<file path="config.mk">
export PLATFORM = sky130hd
export DESIGN_NAME = bcm_exec
export DESIGN_NICKNAME = d
export VERILOG_FILES = /design/src/inc/bcm_pkg.sv /design/src/hdl/bcm_branch_target.sv /design/src/hdl/bcm_src_fetch.sv /design/src/hdl/bcm_exec.sv
export VERILOG_INCLUDE_DIRS = /design/src /design/src/inc
export SDC_FILE = /design/constraint.sdc
export NUM_CORES = 1
export LEC_CHECK = 0
export ABC_AREA = 1
export BUFFER_PORTS_ARGS = -buffer_cell sky130_fd_sc_hd__buf_2
export CORE_ASPECT_RATIO = 1.25
export CORE_MARGIN = 2
export CORE_UTILIZATION = 45
export DETAILED_ROUTE_END_ITERATION = 12
export PLACE_DENSITY = 0.7
export SYNTH_ARGS = -nofsm -noshare
export SYNTH_HDL_FRONTEND = slang
export SYNTH_SLANG_ARGS = --single-unit
</file>
<file path="constraint.sdc">
create_clock -name clk -period 2.5 [get_ports clk]
set_input_delay 0.25 -clock clk [delete_from_list [all_inputs] [get_ports clk]]
set_output_delay 0.25 -clock clk [all_outputs]
set_load 0.03 [all_outputs]
</file>
<file path="src/inc/bcm_params.svh">
// Purpose: Shared constants for the branch, call and indexed-move execution block
// Assumes: Included by bare name from every design file
// Notes: Definitions only; indirect register windows are plain defaults
`ifndef BCM_PARAMS_SVH
`define BCM_PARAMS_SVH

// ----------------------------------------------------------------
// Widths
// ----------------------------------------------------------------
`define BCM_PC_W 21
`define BCM_ADDR_W 12

// ----------------------------------------------------------------
// Phases of one instruction cycle
// ----------------------------------------------------------------
`define BCM_Q1 2'h0
`define BCM_Q2 2'h1
`define BCM_Q3 2'h2
`define BCM_Q4 2'h3

// ----------------------------------------------------------------
// Opcodes and fields
// ----------------------------------------------------------------
`define BCM_OP_BNZ 8'hE1
`define BCM_OP_CALL_VIA_WORKING_REG 16'h0014
`define BCM_OP_MOVE1 8'hEB
`define BCM_OP_MOVE2 4'hF

// ----------------------------------------------------------------
// Program counter step and reset values
// ----------------------------------------------------------------
`define BCM_PC_STEP 21'h0_0002
`define BCM_RST_PC 21'h0_0000
`define BCM_RST_WORD 16'h0000
`define BCM_RST_ADDR 12'h000
`define BCM_RST_DATA 8'h00
`define BCM_IND_DATA 8'h00

// ----------------------------------------------------------------
// Indirect register windows: top address of each, five registers each
// ----------------------------------------------------------------
`define BCM_IND_TOP0 12'hFEF
`define BCM_IND_TOP1 12'hFE7
`define BCM_IND_TOP2 12'hFDF
`define BCM_IND_SPAN 12'h004

`endif

</file>
<file path="src/inc/bcm_pkg.sv">
// Purpose: Types for the branch, call and indexed-move execution block
// Assumes: Nothing beyond the constants header
// Notes: States carry explicit binary codes
package bcm_pkg;
  // Execution state per instruction cycle
  typedef enum logic [1:0] {
    BCM_ST_EXEC = 2'b00,
    BCM_ST_NOP = 2'b01,
    BCM_ST_MOVE2 = 2'b10
  } bcm_state_t;
  // Phase counter type
  typedef logic [1:0] bcm_phase_t;
endpackage

</file>
<file path="src/hdl/bcm_branch_target.sv">
// Purpose: Sequential and relative branch target adders
// Assumes: pc_cur is the address of the instruction being executed
// Notes: Purely combinational; the caller registers the result
`timescale 1ns/1ps
`default_nettype none
`include "bcm_params.svh"

module bcm_branch_target #(
  parameter int PC_W = `BCM_PC_W
) (
  input wire logic [PC_W-1:0] pc_cur,
  input wire logic [7:0] offset,
  output logic [PC_W-1:0] seq_pc,
  output logic [PC_W-1:0] branch_pc
);
  // ----------------------------------------------------------------
  // Adders
  // ----------------------------------------------------------------
  // Signed offset doubled to a word displacement
  logic [PC_W-1:0] disp;
  assign disp = {{(PC_W-9){offset[7]}}, offset, 1'b0};
  // Next word address
  assign seq_pc = pc_cur + PC_W'(`BCM_PC_STEP);
  // Incremented PC plus doubled offset, wraps modulo PC width
  assign branch_pc = seq_pc + disp;
endmodule
`default_nettype wire

</file>
<file path="src/hdl/bcm_src_fetch.sv">
// Purpose: Source address of the indexed move and its captured read data
// Assumes: Memory read data is valid while the read strobe is high
// Notes: Indirect register hits read as zero
`timescale 1ns/1ps
`default_nettype none
`include "bcm_params.svh"

module bcm_src_fetch (
  input wire logic clk,
  input wire logic sys_rst,
  input wire logic calc,
  input wire logic capture,
  input wire logic [11:0] base,
  input wire logic [6:0] offset,
  input wire logic [7:0] rd_data,
  output logic [11:0] src_addr,
  output logic src_indirect,
  output logic [7:0] src_data
);
  // ----------------------------------------------------------------
  // Address and indirect detect
  // ----------------------------------------------------------------
  // Pointer plus offset, cut to the 4096-byte space
  logic [11:0] sum;
  // Window tops
  logic [11:0] tops [3];
  // Per-window hit
  logic [2:0] hit;
  assign sum = base + {5'h00, offset};
  assign tops[0] = `BCM_IND_TOP0;
  assign tops[1] = `BCM_IND_TOP1;
  assign tops[2] = `BCM_IND_TOP2;
  for (genvar i = 0; i < 3; i++) begin : g_win
    assign hit[i] = (sum <= tops[i]) && (sum >= tops[i] - `BCM_IND_SPAN);
  end

  // Register the address and its class during the address phase
  always_ff @(posedge clk) begin
    if (sys_rst) begin
      src_addr <= `BCM_RST_ADDR;
      src_indirect <= 1'b0;
    end else if (calc) begin
      src_addr <= sum;
      src_indirect <= |hit;
    end
  end

  // ----------------------------------------------------------------
  // Data capture
  // ----------------------------------------------------------------
  // Indirect registers give zero instead of memory data
  always_ff @(posedge clk) begin
    if (sys_rst) begin
      src_data <= `BCM_RST_DATA;
    end else if (capture) begin
      src_data <= src_indirect ? `BCM_IND_DATA : rd_data;
    end
  end
endmodule
`default_nettype wire

</file>
<file path="src/hdl/bcm_exec.sv">
// Purpose: Execute branch-on-nonzero, call-via-working-reg and indexed move
// Assumes: Four clk phases per instruction cycle; words offered in Q1
// Notes: Strobes are registered and stand for one phase, except fetch_flush, which stands for a whole cycle
//
// Behaviour
// - Nonzero branch jumps to PC+2+2n, n signed byte
// - Branch takes one cycle, two when taken
// - Call pushes PC+2 onto return stack first
// - Call loads PC from working reg and latches
// - Call takes two cycles, second is idle
// - Call never touches working, status, bank regs
// - Move source is third pointer plus offset
// - Move destination is second-word 12-bit literal
// - Both move addresses span full 4096 bytes
// - Indirect register source reads as zero
// - Move decodes two words, takes two cycles unless the second word is late
// - Move second cycle dummy reads then writes
`timescale 1ns/1ps
`default_nettype none
`include "bcm_params.svh"

module bcm_exec #(
  parameter int PC_W = `BCM_PC_W
) (
  input wire logic clk,
  input wire logic sys_rst,
  input wire logic instr_valid,
  input wire logic [15:0] instr_word,
  output logic instr_ready,
  input wire logic [PC_W-1:0] pc,
  input wire logic zero_flag,
  input wire logic [7:0] working_register,
  input wire logic [7:0] pc_high_latch,
  input wire logic [7:0] pc_upper_latch,
  input wire logic [11:0] third_pointer_reg,
  input wire logic [7:0] mem_rd_data,
  output logic pc_load,
  output logic [PC_W-1:0] pc_next,
  output logic stack_push,
  output logic [PC_W-1:0] stack_push_data,
  output logic fetch_flush,
  output logic mem_rd_en,
  output logic [11:0] mem_rd_addr,
  output logic mem_wr_en,
  output logic [11:0] mem_wr_addr,
  output logic [7:0] mem_wr_data,
  output bcm_pkg::bcm_phase_t phase
);
  import bcm_pkg::*;

  // ----------------------------------------------------------------
  // Declarations
  // ----------------------------------------------------------------
  bcm_state_t st; // Current cycle kind
  bcm_state_t next_st; // Kind of the following cycle
  logic [15:0] ir; // First instruction word
  logic ir_ok; // First word was offered
  logic [15:0] ir2; // Second word of the move
  logic ir2_ok; // Second word was offered
  logic [PC_W-1:0] pc_cur; // Address of the word in execution
  logic [PC_W-1:0] seq_pc; // Next word address
  logic [PC_W-1:0] branch_pc; // Relative branch target
  logic [PC_W-1:0] call_pc; // Computed call target
  logic dec_bnz; // Branch-on-nonzero decoded
  logic dec_call; // Call-via-working-reg decoded
  logic dec_move; // Indexed move first word decoded
  logic word2_good; // Second word carries its marker
  logic bnz_take; // Branch condition met
  logic src_indirect; // Source hits an indirect register
  logic [7:0] src_data; // Captured source byte
  logic exec_go; // Valid first-cycle instruction
  logic move2_go; // Valid move second cycle

  // ----------------------------------------------------------------
  // Decode
  // ----------------------------------------------------------------
  assign dec_bnz = (ir[15:8] == `BCM_OP_BNZ);
  assign dec_call = (ir == `BCM_OP_CALL_VIA_WORKING_REG);
  assign dec_move = (ir[15:8] == `BCM_OP_MOVE1) && !ir[7];
  assign word2_good = (ir2[15:12] == `BCM_OP_MOVE2);
  assign bnz_take = dec_bnz && !zero_flag;
  assign exec_go = (st == BCM_ST_EXEC) && ir_ok;
  assign move2_go = (st == BCM_ST_MOVE2) && ir2_ok;
  // Working reg feeds only the low byte; no other register is saved
  assign call_pc = PC_W'({pc_upper_latch, pc_high_latch, working_register});
  // Fetch offers a word in every Q1
  assign instr_ready = (phase == `BCM_Q1);

  // ----------------------------------------------------------------
  // Helpers
  // ----------------------------------------------------------------
  bcm_branch_target #(
    .PC_W(PC_W)
  ) u_target (
    .pc_cur(pc_cur),
    .offset(ir[7:0]),
    .seq_pc(seq_pc),
    .branch_pc(branch_pc)
  );

  bcm_src_fetch u_src (
    .clk(clk),
    .sys_rst(sys_rst),
    .calc(exec_go && dec_move && (phase == `BCM_Q2)),
    .capture(exec_go && dec_move && (phase == `BCM_Q4)),
    .base(third_pointer_reg),
    .offset(ir[6:0]),
    .rd_data(mem_rd_data),
    .src_addr(mem_rd_addr),
    .src_indirect(src_indirect),
    .src_data(src_data)
  );

  // ----------------------------------------------------------------
  // Phase counter
  // ----------------------------------------------------------------
  // Free-running Q1..Q4
  always_ff @(posedge clk) begin
    if (sys_rst) begin
      phase <= `BCM_Q1;
    end else begin
      phase <= phase + 2'h1;
    end
  end

  // ----------------------------------------------------------------
  // Instruction capture
  // ----------------------------------------------------------------
  // Words taken at the end of Q1; idle cycles drop the fetched word
  always_ff @(posedge clk) begin
    if (sys_rst) begin
      ir <= `BCM_RST_WORD;
      ir_ok <= 1'b0;
      ir2 <= `BCM_RST_WORD;
      ir2_ok <= 1'b0;
      pc_cur <= PC_W'(`BCM_RST_PC);
    end else if (phase == `BCM_Q1) begin
      if (st == BCM_ST_EXEC) begin
        ir <= instr_word;
        ir_ok <= instr_valid;
        pc_cur <= pc;
      end else if (st == BCM_ST_MOVE2) begin
        ir2 <= instr_word;
        ir2_ok <= instr_valid;
        pc_cur <= pc;
      end else begin
        ir_ok <= 1'b0;
      end
    end
  end

  // ----------------------------------------------------------------
  // Next state
  // ----------------------------------------------------------------
  always_comb begin
    next_st = st;
    case (st)
      BCM_ST_EXEC: begin
        if (!ir_ok) begin
          next_st = BCM_ST_EXEC;
        end else if (bnz_take || dec_call) begin
          next_st = BCM_ST_NOP;
        end else if (dec_move) begin
          next_st = BCM_ST_MOVE2;
        end else begin
          next_st = BCM_ST_EXEC;
        end
      end
      BCM_ST_MOVE2: begin
        // Wait here while the second word is missing
        next_st = ir2_ok ? BCM_ST_EXEC : BCM_ST_MOVE2;
      end
      BCM_ST_NOP: begin
        next_st = BCM_ST_EXEC;
      end
      default: begin
        next_st = BCM_ST_EXEC;
      end
    endcase
  end

  // State and flush advance at the end of Q4
  always_ff @(posedge clk) begin
    if (sys_rst) begin
      st <= BCM_ST_EXEC;
      fetch_flush <= 1'b0;
    end else if (phase == `BCM_Q4) begin
      st <= next_st;
      fetch_flush <= (next_st == BCM_ST_NOP);
    end
  end

  // ----------------------------------------------------------------
  // Program counter update, visible in Q4
  // ----------------------------------------------------------------
  always_ff @(posedge clk) begin
    if (sys_rst) begin
      pc_load <= 1'b0;
      pc_next <= PC_W'(`BCM_RST_PC);
    end else if (phase == `BCM_Q3) begin
      pc_load <= exec_go || move2_go;
      if (exec_go && dec_call) begin
        pc_next <= call_pc;
      end else if (exec_go && bnz_take) begin
        pc_next <= branch_pc;
      end else begin
        pc_next <= seq_pc;
      end
    end else begin
      pc_load <= 1'b0;
    end
  end

  // ----------------------------------------------------------------
  // Return stack push, visible in Q3
  // ----------------------------------------------------------------
  always_ff @(posedge clk) begin
    if (sys_rst) begin
      stack_push <= 1'b0;
      stack_push_data <= PC_W'(`BCM_RST_PC);
    end else begin
      stack_push <= exec_go && dec_call && (phase == `BCM_Q2);
      if (exec_go && dec_call && (phase == `BCM_Q2)) begin
        stack_push_data <= seq_pc;
      end
    end
  end

  // ----------------------------------------------------------------
  // Data memory strobes
  // ----------------------------------------------------------------
  // Source read in Q4 of cycle one, dummy read in Q2 of cycle two
  always_ff @(posedge clk) begin
    if (sys_rst) begin
      mem_rd_en <= 1'b0;
    end else begin
      mem_rd_en <= (exec_go && dec_move && (phase == `BCM_Q3))
        || ((st == BCM_ST_MOVE2) && (phase == `BCM_Q1));
    end
  end

  // Destination written in Q4; destination is not screened
  always_ff @(posedge clk) begin
    if (sys_rst) begin
      mem_wr_en <= 1'b0;
      mem_wr_addr <= `BCM_RST_ADDR;
      mem_wr_data <= `BCM_RST_DATA;
    end else if (phase == `BCM_Q3) begin
      mem_wr_en <= move2_go && word2_good;
      if (move2_go && word2_good) begin
        mem_wr_addr <= ir2[11:0];
        mem_wr_data <= src_data;
      end
    end else begin
      mem_wr_en <= 1'b0;
    end
  end
endmodule
`default_nettype wire

</file>
==> metrics.cfg <==
[outcome]
outcome=finished with violations
failed_checks=negative setup slack

[sta]
slew_viol_final=0
grt_setup_unrepaired=yes
fmax_mhz=377
period_minus_slack_ns=2.65
timing.final.crit_share=1.06
slew_headroom=0.585
fin_skew_ns=0.00894
tightest_slew_ns=0.621
report.final.hold_viol_count=0
finalSetupViolCount=10
setup_ws_ns=-0.150

[synthesis]
synthCells=1105
async_flop_share=0
synthFlopType=dfxtp_1
ys_warn_count=0
syn_nets=1223
synth.area.top_cells=dfxtp_1, nand2_1, a21oi_1, o21ai_0, nor2_1
ys_seq_area_frac=0.376
synth_edf_count=0
synth_common_cells=nand2_1, dfxtp_1, a21oi_1
ys_types=48
yosysTopAreaCell=dfxtp_1
synth_seq_cells=147
synth_top_area_share=0.376
syn_area_um2=7830
yosysMostFrequentCell=nand2_1
syn_area_per_cell_um2=7.09

[floorplan]
io_pins=167
start_util=0.463
die_area_um2=18500
core_um2=16900
die_h_um=151
num_rows=53
die_w_um=122

[detailed_routing]
wl_met3_mm=1.35
vias=8354
wl_mm=24.9
drt-met1-wl_mm=10.9
firstDrtPassIters=5
routedWlPerCell_um=15.4
ant_nets=0
routed.top_layer=met5
first_iter_violations=400
met2_length_mm=11.9
drc=0
routed_via_density=5.16

[worst_setup_path]
worst_ep_arrival_time_ns=2.94
cp-start-kind=flip-flop
criticalPathCategory=flip-flop to flip-flop
cp_slowest_cell=dfxtp_4
setup.worst_path.end_class=flip-flop
cp_max_fo=5
required_ns=2.79
startpoint=pc_cur[5]$_SDFFE_PP0P_
path_cells=nand2_2, nor2_4, nand3_4, xor2_2, inv_2, ha_4, nand2_2, nor3_2, buf_4, nand2_1, nand3_1, nand2_1, nand3_1, o21ai_1, o21ai_1, a21oi_1
setup.worst_path.end=pc_next[10]$_SDFFE_PP0P_
max_stage_delay_ns=0.38
reg2reg_from=pc_cur[5]$_SDFFE_PP0P_
r2r_setup_slack_ns=-0.15
r2r-end=pc_next[10]$_SDFFE_PP0P_
worstRegToRegCells=16

[cts]
cts_root_buffer=clkbuf_16
clock_latency_ns=0.43
path_clk_slew_ns=0.06
cts_tree=yes
hold_buffers=0
htree_levels=4
cts_num_sinks=147
cts_made_buffers=17
cts_buffer_depth=2

[global_route]
grt_pass1_wl_mm=38.3
grt_pass1_vias=7806
grt_max_degree=78
track_usage=0.262
antenna_found_initial=1
grt-ovfl-total=0

[placed_design]
place_ws_ns=-0.297
io_buffers=163
placed_cells=1563
routabilityCongestion=0.911
hpwl_mm=17.9

[min_path]
hold_path_class=input pin to flip-flop
hold_path_depth=3

[final_layout]
area_growth_pct=43.8
final_util=0.666
n_antenna_cell=0
final_nets=1503
layout-drive-gt1-share=0.376
final_cells=1618

[power]
power_density_nw_per_um2=600
p_leak_nw=5.36
ir_drop_mv=0.488

[run]
max_cap_violations=0

[placed cells by master, fill, tap and decap left out, drive strengths merged, types with 2 or more instances in the layout]
cell type / instances
nor2: 130
ha: 31
fa: 2
a21oi: 130
dfxtp: 147
nand3: 63
o21ai: 119
xor2: 19
o211ai: 14
or2: 4
nor3: 14
nand3b: 5
clkinv: 6
o21a: 5
o21bai: 3
nand4: 15
buf: 306
clkinvlp: 2
xnor2: 8
inv: 131
nand2: 199
a21o: 6
clkbuf: 19
nor4: 5
a211oi: 9
[flip-flops by register name, indices dropped and copies added, names as in the netlist, 2 cells and up]
signal and flops:
pc_next 21, st 2, stack_push_data 21, phase 2, ir 16, pc_cur 21
mem_wr_data 8, u_src.src_addr 12, mem_wr_addr 12, u_src.src_data 8, ir2 16
[power breakdown]
group / leakage (nW) / internal, mW / switching, mW
Clock: 0.269 / 1.33 / 1.10
Sequential: 1.20 / 2.43 / 0.119
Combinational: 3.89 / 0.805 / 0.973
[through the flow]
| stage | cell area [um^2] | power, mW | hold WS, ns | TNS, ns |
|---|---|---|---|---|
| 2_1_floorplan | 7860 | 3.36 | 0.385 | 0 |
| 3_3_place_gp | 9650 | 3.97 | 0.434 | -1.70 |
| 3_5_place_dp | 9650 | 3.98 | 0.435 | -2.42 |
| 4_1_cts | 10600 | 6.53 | 0.0415 | -0.379 |
| 5_1_grt | 11300 | 7.05 | 0.0777 | -2.72 |
| 6_report | 11300 | 6.76 | 0.0494 | -0.965 |
[logic make-up (layout without fill, tap and decap cells)]
family                     Yosys count  count (layout)  share of synthesized area
and+or+nand+nor                    439             439                      0.251
AOI/OAI and AO/OA                  288             288                      0.199
buffers and inverters              171             464                     0.0880
DFF                                147             147                      0.376
adders and majority gates           33              33                     0.0546
xor gates and xnor gates            27              27                     0.0312
[metal layers]
metal / global-route usage / vias to the layer above
met1: 0.338 / 3838
li1: - / 4211
met3: 0.0408 / 56
met4: 0.0845 / 2
met2: 0.449 / 247
met5: 0 / -
[worst min path at each step]
stage	from	end
after floorplan	pc[17]	pc_cur[17]$_SDFFE_PP0P_
after global placement	u_src.src_addr[0]$_SDFFE_PP0P_	u_src.src_addr[0]$_SDFFE_PP0P_
after detailed placement	u_src.src_addr[3]$_SDFFE_PP0P_	u_src.src_addr[3]$_SDFFE_PP0P_
after CTS	pc[13]	pc_cur[13]$_SDFFE_PP0P_
after global routing	pc[17]	pc_cur[17]$_SDFFE_PP0P_
final	pc[13]	pc_cur[13]$_SDFFE_PP0P_
[critical path, delay by kind of cell (launching register included)]
kind	cells	cell delay, ns
buffers and inverters	2	0.24
xor gates and xnor gates	1	0.25
adders and majority gates	1	0.29
AOI/OAI and AO/OA	3	0.35
and+or+nand+nor	9	1.00
DFF	1	0.38
[final cells by class]
type / count / area [um^2]
clock inverter: 13 / 113
clock buffer: 19 / 443
fill: 1447 / 5650
multi-input combinational: 787 / 5040
timing repair buffer: 306 / 1930
tap: 220 / 275
sequential: 147 / 2980
inverter: 126 / 477
[timing repair]
| action | in CTS | in global routing |
|---|---|---|
| setup endpoints to repair | 14 | 39 |
| pin swaps | 16 | 49 |
| buffers inserted | 5 | 18 |
| cloned | 0 | 0 |
| gates resized for setup | 87 | 125 |
| hold endpoints to repair | 0 | 0 |
No activity file was read; power rests on OpenSTA's default activity.
